--- config.mk ---
export PLATFORM = sky130hd
export DESIGN_NAME = icr_slave
export DESIGN_NICKNAME = d
export VERILOG_FILES = /design/src/design/icr_pkg.sv /design/src/design/icr_slave.sv /design/src/design/icr_sync.sv
export SDC_FILE = /design/constraint.sdc
export NUM_CORES = 1
export LEC_CHECK = 0
export ABC_AREA = 1
export BUFFER_PORTS_ARGS = -buffer_cell sky130_fd_sc_hd__buf_2
export CORE_UTILIZATION = 55
export CTS_CLUSTER_SIZE = 10
export DETAILED_ROUTE_END_ITERATION = 16
export PLACE_DENSITY = 0.86
export SYNTH_ARGS = -nofsm -noshare
export SYNTH_HDL_FRONTEND = slang
export SYNTH_SLANG_ARGS = --single-unit
--- constraint.sdc ---
create_clock -name mclk -period 14 [get_ports mclk]
set_input_delay 4.2 -clock mclk [delete_from_list [all_inputs] [get_ports mclk]]
set_output_delay 4.2 -clock mclk [all_outputs]
set_load 0.005 [all_outputs]
--- src/design/icr_pkg.sv ---
package icr_pkg;
  localparam int BYTE_W = 8;
  localparam int WORD_W = 32;
  localparam int ADDR_W = 10;
  localparam logic [6:0] BASE_ADDR = 7'h3F;
  localparam logic [2:0] OP_WRITE = 3'h3;
  localparam logic [2:0] OP_READ = 3'h4;
  localparam logic [2:0] BCNT_LAST = 3'h7;
  localparam logic [2:0] CMD_LAST = 3'h3;
  localparam logic [2:0] WDATA_LAST = 3'h3;
  localparam logic [1:0] RD_LAST = 2'h3;
  localparam logic [1:0] BYTE_BITS = 2'h3;
  localparam logic [3:0] STRAP_W = 4'h3;
endpackage : icr_pkg

--- src/design/icr_slave.sv ---
`timescale 1ns/1ps
`default_nettype none
module icr_slave (
  input wire logic mclk,
  input wire logic reset,
  input wire logic scl_i,
  input wire logic sda_i,
  output logic sda_o,
  output logic sda_oe,
  input wire logic [2:0] addr_strap,
  output logic cfg_wr,
  output logic cfg_rd,
  output logic [3:0] cfg_port,
  output logic [11:0] cfg_addr,
  output logic [3:0] cfg_be,
  output logic [31:0] cfg_wdata,
  input wire logic [31:0] cfg_rdata
);
  typedef enum logic [4:0] {
    ST_IDLE = 5'b00001,
    ST_RX = 5'b00010,
    ST_ACK = 5'b00100,
    ST_TX = 5'b01000,
    ST_RACK = 5'b10000
  } icr_state_t;

  logic scl_s;
  logic sda_s;
  icr_sync u_scl (.mclk(mclk), .reset(reset), .d(scl_i), .q(scl_s));
  icr_sync u_sda (.mclk(mclk), .reset(reset), .d(sda_i), .q(sda_s));
  logic [2:0] strap_s;
  for (genvar g = 0; g < icr_pkg::STRAP_W; g++)
  begin : g_strap
    icr_sync u_strap (.mclk(mclk), .reset(reset), .d(addr_strap[g]),
      .q(strap_s[g]));
  end

  logic scl_q, sda_q;
  logic rise, fall, start_c, stop_c;
  icr_state_t st_q, st_d;
  logic [2:0] bit_q, bit_d;
  logic [7:0] sh_q, sh_d;
  logic [2:0] idx_q, idx_d;
  logic rd_q, rd_d;
  logic drv_q, drv_d;
  logic nack_q, nack_d;
  logic [31:0] cmd_q, cmd_d;
  logic [31:0] wbuf_q, wbuf_d;
  logic [31:0] rbuf_q, rbuf_d;
  logic [1:0] rsel_q, rsel_d;
  logic wr_q, wr_d, rdp_q, rdp_d;
  logic addr_hit;
  logic full_q, full_d, head_q, head_d;

  function automatic logic [7:0] pick_byte(input logic [31:0] w,
                                           input logic [1:0] s);
    pick_byte = w[(icr_pkg::BYTE_BITS - s) * 8 +: 8];
  endfunction : pick_byte

  assign rise = scl_s && !scl_q;
  assign fall = !scl_s && scl_q;
  assign start_c = scl_s && scl_q && sda_q && !sda_s;
  assign stop_c = scl_s && scl_q && !sda_q && sda_s;
  assign addr_hit = sh_q[7:1] ==
    {icr_pkg::BASE_ADDR[6:3], strap_s};

  always_comb
  begin
    st_d = st_q;
    bit_d = bit_q;
    sh_d = sh_q;
    idx_d = idx_q;
    rd_d = rd_q;
    drv_d = drv_q;
    nack_d = nack_q;
    cmd_d = cmd_q;
    wbuf_d = wbuf_q;
    rbuf_d = rbuf_q;
    rsel_d = rsel_q;
    full_d = full_q;
    head_d = head_q;
    wr_d = 1'b0;
    rdp_d = 1'b0;
    if (rdp_q)
      rbuf_d = cfg_rdata;
    if (stop_c)
    begin
      st_d = ST_IDLE;
      drv_d = 1'b0;
    end
    else if (start_c)
    begin
      st_d = ST_RX;
      bit_d = 3'h0;
      idx_d = 3'h7;
      full_d = 1'b0;
      head_d = 1'b1;
      drv_d = 1'b0;
    end
    else
    begin
      unique case (st_q)
        ST_IDLE:
        begin
          drv_d = 1'b0;
        end
        ST_RX:
        begin
          if (rise)
          begin
            sh_d = {sh_q[6:0], sda_s};
            bit_d = bit_q + 3'h1;
            full_d = bit_q == 3'h7;
          end
          else if (fall && full_q)
          begin
            full_d = 1'b0;
            head_d = 1'b0;
            if (head_q)
            begin
              if (addr_hit)
              begin
                rd_d = sh_q[0];
                st_d = ST_ACK;
                drv_d = 1'b1;
                nack_d = 1'b0;
                idx_d = 3'h0;
                rsel_d = 2'h0;
              end
              else
                st_d = ST_IDLE;
            end
            else if (idx_q <= icr_pkg::CMD_LAST)
            begin
              cmd_d = {cmd_q[23:0], sh_q};
              st_d = ST_ACK;
              drv_d = 1'b1;
              nack_d = 1'b0;
              if (idx_q == icr_pkg::CMD_LAST &&
                  cmd_d[26:24] == icr_pkg::OP_READ)
                rdp_d = 1'b1;
              idx_d = idx_q + 3'h1;
            end
            else
            begin
              wbuf_d = {wbuf_q[23:0], sh_q};
              st_d = ST_ACK;
              drv_d = 1'b1;
              nack_d = idx_q == icr_pkg::BCNT_LAST;
              if (idx_q == icr_pkg::BCNT_LAST &&
                  !nack_q && cmd_q[26:24] == icr_pkg::OP_WRITE)
                wr_d = 1'b1;
              if (idx_q != icr_pkg::BCNT_LAST)
                idx_d = idx_q + 3'h1;
            end
          end
        end
        ST_ACK:
        begin
          if (fall)
          begin
            bit_d = 3'h0;
            sh_d = 8'h00;
            if (rd_q && idx_q == 3'h0)
            begin
              st_d = ST_TX;
              sh_d = pick_byte(rbuf_q, rsel_q);
              drv_d = !sh_d[7];
            end
            else
            begin
              st_d = ST_RX;
              drv_d = 1'b0;
            end
          end
        end
        ST_TX:
        begin
          if (fall)
          begin
            bit_d = bit_q + 3'h1;
            sh_d = {sh_q[6:0], 1'b0};
            drv_d = !sh_d[7];
            if (bit_q == 3'h7)
            begin
              st_d = ST_RACK;
              drv_d = 1'b0;
              rsel_d = rsel_q + 2'h1;
            end
          end
        end
        ST_RACK:
        begin
          if (rise && sda_s)
            st_d = ST_IDLE;
          else if (rise)
            st_d = ST_ACK;
        end
        default:
          st_d = ST_IDLE;
      endcase
    end
  end

  always_ff @(posedge mclk or posedge reset)
  begin
    if (reset)
    begin
      scl_q <= 1'b1;
      sda_q <= 1'b1;
      st_q <= ST_IDLE;
      bit_q <= 3'h0;
      sh_q <= 8'h00;
      idx_q <= 3'h7;
      rd_q <= 1'b0;
      drv_q <= 1'b0;
      nack_q <= 1'b0;
      cmd_q <= 32'h0;
      wbuf_q <= 32'h0;
      rbuf_q <= 32'h0;
      rsel_q <= 2'h0;
      wr_q <= 1'b0;
      rdp_q <= 1'b0;
      full_q <= 1'b0;
      head_q <= 1'b0;
    end
    else
    begin
      scl_q <= scl_s;
      sda_q <= sda_s;
      st_q <= st_d;
      bit_q <= bit_d;
      sh_q <= sh_d;
      idx_q <= idx_d;
      rd_q <= rd_d;
      drv_q <= drv_d;
      nack_q <= nack_d;
      cmd_q <= cmd_d;
      wbuf_q <= wbuf_d;
      rbuf_q <= rbuf_d;
      rsel_q <= rsel_d;
      wr_q <= wr_d;
      rdp_q <= rdp_d;
      full_q <= full_d;
      head_q <= head_d;
    end
  end

  assign sda_o = 1'b0;
  assign sda_oe = drv_q && !(st_q == ST_ACK && nack_q);
  assign cfg_wr = wr_q;
  assign cfg_rd = rdp_q;
  assign cfg_port = {cmd_q[18:16], cmd_q[15]};
  assign cfg_addr = {cmd_q[9:8], cmd_q[7:0], 2'h0};
  assign cfg_be = cmd_q[13:10];
  assign cfg_wdata = wbuf_q;
endmodule : icr_slave
`default_nettype wire

--- src/design/icr_sync.sv ---
`timescale 1ns/1ps
`default_nettype none
module icr_sync (
  input wire logic mclk,
  input wire logic reset,
  input wire logic d,
  output logic q
);
  logic s1_q;
  logic s2_q;
  always_ff @(posedge mclk or posedge reset)
  begin
    if (reset)
    begin
      s1_q <= 1'b1;
      s2_q <= 1'b1;
    end
    else
    begin
      s1_q <= d;
      s2_q <= s1_q;
    end
  end
  assign q = s2_q;
endmodule : icr_sync
`default_nettype wire

# Word-level counts from Yosys, hierarchy flattened
# Cells that the tools add are included.
[totals]
elab_cells = 191
output_inout_bits = 56
input_bits = 39
register_bits = 131
[classes]
magnitude_cmp = 1
bitwise = 5
n_shift = 1
eq_ne = 34
muxes = 75
n_reduce_logical = 44
addsub = 4
[op_table]
columns = ["op", "n"]
rows = [
  ["$mux W5", 10],
  ["$mux W3", 13],
  ["$mux W1", 36],
  ["$shiftx A32 B33 Y8", 1],
  ["$mux W8", 4],
  ["$reduce_and A7 Y1", 4],
  ["$pmux W5 S5", 1],
  ["$pmux W8 S3", 1],
  ["$reduce_and A6 Y1", 4],
  ["$ne A4 B4 Y1 const B", 5],
  ["$ne A2 B2 Y1 const B", 9],
  ["$ne A3 B3 Y1 const B", 6],
  ["$logic_and A1 B1 Y1", 15],
  ["$mux W2", 6],
  ["$ne A5 B5 Y1 const B", 2],
  ["$eq A3 B3 Y1 const B", 3],
  ["$pmux W3 S3", 1],
  ["$reduce_and A9 Y1", 1],
  ["$logic_not A1 Y1", 8],
  ["$reduce_bool A4 Y1", 2],
  ["$eq A7 B6 Y1", 1],
  ["$add A3 B1 Y3 const B", 2],
  ["$eq A3 B2 Y1 const B", 2],
  ["$reduce_bool A2 Y1", 3],
  ["other kinds (19)", 24],
]

# Depth between registers and ports, before layout
# Gate-level depths: netlist (run 1).
[depth]
word_depth = 11
mapped_depth = 11
ltp_nobuf = 11

# Hierarchy
# From an unflattened synthesis (run 1), not the netlist that was laid out.
[unflattened]
cells_unflattened = 658
hier_area_um2 = 5941.9
[by_module_without_submodules]
columns = ["module", "cells_per_inst", "instances", "area_each_um2"]
rows = [
  ["icr_slave", 643, 1, 5660.4],
  ["icr_sync", 3, 5, 56.3],
]

# Worst setup path before layout (run 1)
# Ideal clock, no wire load.
[synth_timing]
path_type = "register to output"
from = "register st_q[1]"
to = "output port sda_oe"
slack_ps = 8928
arrival_ps = 872
t_required_ps = 9800
stages_incl_launch_ff = 5
path_cell_list = "dfrtp_1 -> nor2_2 -> nand4_1 -> o21ai_0 -> inv_1"
[synth_via]
elab_chain_cells = 4
[synth_rtl]
columns = ["element", "line_no", "text"]
rows = [
  ["start, declared", "icr_slave.sv:40", "icr_state_t st_q, st_d;"],
  ["start signal, assigned", "icr_slave.sv:231", "st_q <= st_d;"],
  ["$eq A5 B3 Y1", "icr_slave.sv:250", "assign sda_oe = drv_q && !(st_q == ST_ACK && nack_q);"],
  ["$logic_and A1 B1 Y1", "icr_slave.sv:250", ""],
  ["$logic_not A1 Y1", "icr_slave.sv:250", ""],
  ["$logic_and A1 B1 Y1", "icr_slave.sv:250", ""],
  ["end, declared", "icr_slave.sv:9", "output logic sda_oe,"],
]
# Every way passes these cells.

# Worst setup path in the final report (run 1)
# Same ends and word-level chain as after synthesis.

==> summary.md, run 1 <==
| Metric | Value |
|---|---|
| GRT Residual Overflow | 0 |
| Largest area contributor in the netlist | dfrtp_1 |
| Mapped Avg Cell Area | 9.031 µm² |
| Finished Layout Cells | 869 |
| CTS clk-pin slew, worst paths | 0.07 ns |
| Clock power share | 0.457 |
| MaxCap Viol Count | 0 |
| Setup-failing EPs final | 0 |
| First-pass GRT wire length | 19930 µm |
| Hpwl dp | 8287 µm |
| WP data arrival | 1.67 ns |
| R2r startpoint | idx_q[2] |
| Area growth syn-to-layout | 15.77% |
| CTS H-tree lvls | 4 |
| Most numerous cell in the Yosys netlist | nand2_1 |
| Prevailing post-synth register cell | dfrtp_1 |
| Switch share | 0.2926 |
| Global-route usage over all layers | 0.2297 |
| Row count | 37 |
| Power per cell area | 138.7 nW/µm² |
| Synth top area share | 0.4632 |
| RSZ-0062 raised after global routing | no |
| Die height | 105.5 µm |
| Hold Violations, Final | 0 |
| Syn Inst Count | 652 |
| Die Area | 11120 µm² |
| Critical path startpoint | st_q[1] |
| Core area | 10370 µm² |
| CTS Hold Bufs | 0 |
| Post-synth EDFFs | 0 |
| Post-CTS setup repair buffer count | 0 |
| CTS resizes | 0 |
| Placed insts | 837 |
| Layout cells sized above 1 | 0.2824 |
| Worst-Margin Slew | 1.052 ns |
| Slew Limit Fails | 0 |
| Max VDD drop | 0.00007100 V |
| Leak Pwr | 3.479 nW |
| Num CTS Buffers | 17 |
| Ratio of final minimum period to clock period | 0.4190 |
| Initial drt markers | 314 |
| Ports | 95 |
| CP peak stage delay | 0.44 ns |
| Detailed Route WL | 12040 µm |
| Status | finished clean |
| Initial antenna violation count | 0 |
| Vias | 4524 |
| Drc violations | 0 |
| Antenna diode count | 0 |
| R2r endpoint | cfg_wdata[13] |
| RD Place Congestion | 0.8858 |
| Distinct cells, synth | 35 |
| Layout net count | 765 |
| Minimum clock period | 5.866 ns |
| Layout Skew | 0.01042 ns |
| Clock buffer depth | 2 |
| Pre-antenna DRT Iters | 4 |
| Number of global-route vias before repair | 4335 |
| CP Class | register to output pin |
| Cell-internal power | 668.6 µW |
| Synth area leaders | dfrtp_1 (46%), nand2_1 (11%), dfstp_2 (7.1%) |
| Post-route ant nets | 0 |
| Final setup TNS | 0 ns |
| Flops & latches, synth | 125 |
| Clk_lat worst skew | 0.53 ns |
| Initial Utilization | 0.5678 |
| Via density | 5.206 |
| Flop pwr share | 0.428 |
| Fmax | 170.5 MHz |
| Critical-path cell list | nor2_2 -> nand4_1 -> o21ai_0 -> inv_1 -> buf_2 |
| FILL cells | 824 |
| Startpoint Class | register |
| P_sw | 276.6 µW |
| CP endpoint | sda_oe |
| Combinational share of power | 0.116 |
| Ys async rst share | 1.000 |
| Critical path depth in cells | 5 |
| Post-synthesis sequential area ratio | 0.5346 |
| Root Driver | clkbuf_8 |
| Syn Std Cell Area | 5888 µm² |
| Endpoint class of the critical path | output pin |
| HP Class | register to register |
| Bufs and invs on worst path | 2 |
| Critical Path RT | 9.80 ns |
| Reg2Reg Depth | 8 |
| CP top delay family | flip-flops |
| Reg-to-reg slack, setup | 11.38 ns |
| Die X-Extent | 105.5 µm |
| Per-cell routed wire length | 13.86 µm |
| Pin count of the biggest net entering global routing | 76 |
| CTS tree | built |
| CP max-delay cell | dfrtp_1 |
| Port Buf Inserts | 91 |
| CP Max Fanout | 5 |
| Slew headroom | 0.2974 |
| # clock sinks | 125 |
| Synth cell count leaders | nand2_1 (165), dfrtp_1 (109), inv_1 (86) |
| Yosys warns | 0 |
[worst reg2reg max path: stages, from the launching register on]
cell	delay, ns
dfstp_2	0.55
inv_1	0.06
ha_1	0.21
inv_1	0.06
nand2_1	0.10
nor2_1	0.18
nand4_4	0.81
nand2_1	0.41
o21ai_2	0.10
[cell type report]
class / count / area [µm²] / share of cell area
Clock inverter: 15 / 173.9 / 0.02551
Inverter: 93 / 354.1 / 0.05195
Sequential cell: 125 / 3148 / 0.4618
Clock buffer: 17 / 414.1 / 0.06076
Multi-Input combinational cell: 390 / 2086 / 0.3060
Tap cell: 136 / 170.2 / 0.02496
Timing Repair Buffer: 93 / 470.5 / 0.06902
[per-layer routing]
metal  vias to the layer above  share of wire  track usage
li1                       2206              -            -
met3                        20          0.046      0.05071
met5                         -              0            0
met4                         0          0.014      0.07847
met1                      2162           0.44       0.2871
met2                       136           0.50       0.3943
[state kept, by name, indices dropped and copies added, names as in the netlist, 2 cells and up]
register              flops
bit_q                     3
cfg_wdata                32
cmd_q                    21
g_strap.u_strap.q         3
g_strap.u_strap.s1_q      3
idx_q                     3
rbuf_q                   32
rsel_q                    2
sh_q                      8
st_q                      5
[stage by stage]
| stage | utilization | area (µm²) | hold slack, ns | setup WS (ns) | total power [mW] |
|---|---|---|---|---|---|
| after floorplan | - | 5896 | 0.3452 | 6.499 | 0.4860 |
| after global placement | 0.6006 | 6228 | 0.3466 | 8.326 | 0.5115 |
| after detailed placement | 0.6006 | 6228 | 0.3470 | 8.280 | 0.5190 |
| after CTS | 0.6573 | 6817 | 0.3480 | 8.123 | 0.9500 |
| after global routing | 0.6573 | 6817 | 0.3547 | 8.013 | 0.9812 |
| final | 0.6573 | 6817 | 0.3487 | 8.134 | 0.9452 |
[cells in the final DEF (no fill, tap or decap), drive strengths merged]
cell type    n
o211ai      15
nor2        37
mux2        16
dfstp       16
a21oi       16
conb         3
o22ai        1
dfrtp      109
nand4       10
xnor2        1
nand3       20
bufinv       1
clkinv       3
a211oi       1
o21bai       1
nor3         2
inv        103
a31oi        1
nor4         1
clkinvlp     1
o21ai       92
nand2      167
ha           6
buf         93
clkbuf      17
[power by group through the flow]
stage,clock [mW],sequential [mW],combinational (mW)
floorplan,0,0.406,0.0803
global placement,0,0.408,0.104
CTS,0.436,0.404,0.110
global route,0.451,0.407,0.124
finish,0.432,0.404,0.109
detailed placement,0,0.410,0.109
[how the worst min path moves through the flow]
stage / start / endpoint / slack, ns / depth (start not counted)
6_report: g_strap[2].u_strap.s1_q / g_strap[2].u_strap.q / 0.35 / 0
5_1_grt: g_strap[1].u_strap.s1_q / g_strap[1].u_strap.q / 0.35 / 0
4_1_cts: g_strap[2].u_strap.s1_q / g_strap[2].u_strap.q / 0.35 / 0
3_5_place_dp: g_strap[0].u_strap.s1_q / g_strap[0].u_strap.q / 0.35 / 0
3_3_place_gp: g_strap[0].u_strap.s1_q / g_strap[0].u_strap.q / 0.35 / 0
2_1_floorplan: g_strap[0].u_strap.s1_q / g_strap[0].u_strap.q / 0.35 / 0
[cell families after synthesis]
family                     share of synthesized area
xor gates and xnor gates                    0.001488
buffers and inverters                         0.1124
and+or+nand+nor                               0.1715
muxes                                        0.03060
other                                      0.0006369
adders and majority gates                    0.01275
DFF                                           0.5346
AOI/OAI and AO/OA                             0.1360
(Power assumes the default switching activity.)
==> run 2: changes to the inputs <==
--- a/config.mk
+++ b/config.mk
@@ -5,12 +5,12 @@
 export SDC_FILE = /design/constraint.sdc
 export NUM_CORES = 1
 export LEC_CHECK = 0
-export ABC_AREA = 1
+export ABC_AREA = 0
 export BUFFER_PORTS_ARGS = -buffer_cell sky130_fd_sc_hd__buf_2
-export CORE_UTILIZATION = 55
+export CORE_UTILIZATION = 51
 export CTS_CLUSTER_SIZE = 10
 export DETAILED_ROUTE_END_ITERATION = 16
-export PLACE_DENSITY = 0.86
+export PLACE_DENSITY = 0.84
 export SYNTH_ARGS = -nofsm -noshare
 export SYNTH_HDL_FRONTEND = slang
 export SYNTH_SLANG_ARGS = --single-unit
==> constraint.sdc (replaced) <==
create_clock -name mclk -period 5.3 [get_ports mclk]
set_input_delay 1.59 -clock mclk [delete_from_list [all_inputs] [get_ports mclk]]
set_output_delay 1.59 -clock mclk [all_outputs]
set_load 0.005 [all_outputs]
==> run 2 against run 1 <==
Net effect:
- die area grew 5.7%
- power up 130%
- non-clock buffer count rose by 1
- count of clock-buffer cells in the layout rose by 1
- sequential share of layout area increased by 0.71 points
- synthesized cell count decreased by 33%
- cell area fell by 1.5%
- highest routed layer unchanged
==> summary.md, run 2 <==
| Metric | Value |
|---|---|
| Final setup TNS | 0 ns (unchanged) |
| Post-route ant nets | 0 (unchanged) |
| Distinct cells, synth | 63 (+80%) |
| Endpoint class of the critical path | output pin |
| Initial Utilization | 0.5284 (-0.03943) |
| Hold Violations, Final | 0 (unchanged) |
| Syn Inst Count | 436 (-33%) |
| Setup-failing EPs final | 0 (unchanged) |
| Synth area leaders | dfrtp_1 (47%), mux2_2 (13%), dfstp_2 (7.3%) |
| Port Buf Inserts | 91 (unchanged) |
| WP data arrival | 1.74 ns (+0.07 ns) |
| Synth top area share | 0.4721 (+0.008827) |
| Vias | 3672 (-19%) |
| Die height | 108.4 µm (+2.8%) |
| Pin count of the biggest net entering global routing | 57 (-25%) |
| CTS tree | built |
| Syn Std Cell Area | 5778 µm² (-1.9%) |
| Max VDD drop | 0.0002264 V (+220%) |
| Largest area contributor in the netlist | dfrtp_1 |
| Power per cell area | 319.4 nW/µm² (+130%) |
| HP Class | register to register |
| MaxCap Viol Count | 0 (unchanged) |
| CTS resizes | 0 (unchanged) |
| Minimum clock period | 3.329 ns |
| CP Class | register to output pin |
| Fmax | 300.4 MHz |
| First-pass GRT wire length | 18950 µm (-5.0%) |
| Ys async rst share | 1.000 (unchanged) |
| Startpoint Class | register |
| Detailed Route WL | 11280 µm (-6.3%) |
| Leak Pwr | 3.436 nW (-1.2%) |
| Via density | 5.572 (+7.0%) |
| Ports | 95 (unchanged) |
| Commonest non-fill, non-tap cell in the layout | dfrtp_1 |
| Mapped Avg Cell Area | 13.25 µm² (+47%) |
| CTS Hold Bufs | 0 (unchanged) |
| Global-route usage over all layers | 0.2132 (-0.01655) |
| Status | finished clean |
| Post-synth EDFFs | 0 (unchanged) |
| Pre-antenna DRT Iters | 7 (+3) |
| GRT Residual Overflow | 0 (unchanged) |
| RSZ-0062 raised after global routing | no |
| # clock sinks | 125 (unchanged) |
| Antenna diode count | 0 (unchanged) |
| Critical Path RT | 3.71 ns (-6.09 ns) |
| Layout net count | 551 (-28%) |
| CP Max Fanout | 15 (+10) |
| Layout cells sized above 1 | 0.4778 (+0.1954) |
| Synth cell count leaders | dfrtp_1 (109), mux2_2 (69), nand2_1 (22) |
| Drc violations | 0 (unchanged) |
| Root Driver | clkbuf_16 |
| Number of global-route vias before repair | 3720 (-14%) |
| Per-cell routed wire length | 17.12 µm (+24%) |
| Slew headroom | 0.4820 (+0.1846) |
| Hpwl dp | 7652 µm (-7.7%) |
| Clock buffer depth | 2 (unchanged) |
| CTS H-tree lvls | 4 (unchanged) |
| Area growth syn-to-layout | 16.18% |
| Most numerous cell in the Yosys netlist | dfrtp_1 |
| Yosys warns | 0 (unchanged) |
| Overall Power | 2.144 mW (+130%) |
| Die X-Extent | 108.4 µm (+2.8%) |
| Slew Limit Fails | 0 (unchanged) |
| Most frequent cells in the layout | dfrtp_1 (109), buf_2 (91), mux2_2 (69) |
| RD Place Congestion | 0.8792 (-0.75%) |
| Initial drt markers | 262 (-17%) |
| Core area | 10940 µm² (+5.5%) |
| Die Area | 11760 µm² (+5.7%) |
| Layout Skew | 0.008592 ns (-0.001825 ns) |
| Clk_lat worst skew | 0.41 ns (-0.12 ns) |
| Prevailing post-synth register cell | dfrtp_1 |
| Ratio of final minimum period to clock period | 0.6281 |
| Initial antenna violation count | 0 (unchanged) |
| Num CTS Buffers | 17 (unchanged) |
| Row count | 38 (+2.7%) |
| Flops & latches, synth | 125 (unchanged) |
| Worst-Margin Slew | 0.7761 ns (-0.2757 ns) |
| Post-CTS setup repair buffer count | 0 (unchanged) |
| Post-synthesis sequential area ratio | 0.5448 (+0.01019) |
| CTS clk-pin slew, worst paths | 0.06 ns (about the same) |
==> run 2: power by group <==
part | switching (mW) | internal, mW
Clock | 0.439 | 0.654
Sequential | 0.0119 | 0.970
Combinational | 0.0429 | 0.0268
==> run 2: critical path: stages (launching register included) <==
cell     delay [ns]
dfrtp_1        0.54
nor3b_1        0.49
a31oi_1        0.15
buf_2          0.15
==> run 2: per-layer routing <==
metal  global-route usage  vias up  wire length [µm]
met5                    0        -                 0
met4              0.09266        0               195
met3              0.04581       17               617
met2               0.3305      148              5433
met1               0.2899     1815              5033
li1                     -     1692                 -
==> run 2: cell families (layout without fill, tap and decap cells) <==
logic type / count (synthesis) / in the layout / share of synthesized area
flops: 125 / 125 / 0.5448
mux: 97 / 97 / 0.2176
simple gates: 87 / 87 / 0.08900
compound gates: 59 / 59 / 0.06778
buf+inv: 54 / 135 / 0.05652
xor+xnor: 7 / 7 / 0.01061
fa+ha+maj: 6 / 6 / 0.01299
other cells: 1 / 3 / 0.0006490
==> run 2: stage by stage <==
stage	std cells	hold WS (ns)	utilization	worst slack, ns	cell area [µm²]
5_1_grt	659	0.3634	0.6138	1.862	6713
4_1_cts	659	0.3556	0.6138	1.964	6713
3_5_place_dp	627	0.3472	0.5622	2.412	6148
3_3_place_gp	627	0.3456	0.5622	2.463	6148
6_report	659	0.3548	0.6138	1.971	6713
2_1_floorplan	438	0.3452	-	0.4089	5786
==> run 2: final timing paths <==
check | start | to | slack [ns] | cells past startpoint
max | st_q[3] | sda_oe | 1.97 | 3
min | u_sda.s1_q | u_sda.q | 0.35 | 0
max reg2reg | st_q[3] | cfg_wdata[13] | 2.49 | 4
min reg2reg | u_sda.s1_q | u_sda.q | 0.35 | 0
max in group asynchronous | reset | cmd_q[26] | 3.12 | 3
min in group asynchronous | reset | rbuf_q[19] | 1.15 | 2
==> run 2: area by class of cell <==
type | instances | area, µm²
inverter | 9 | 36.28
clock buffer | 18 | 429.2
fill | 805 | 4223
timing repair buffer | 94 | 478.0
tap | 140 | 175.2
clock inverter | 14 | 135.1
sequential | 125 | 3148
multi-input combinational | 259 | 2311
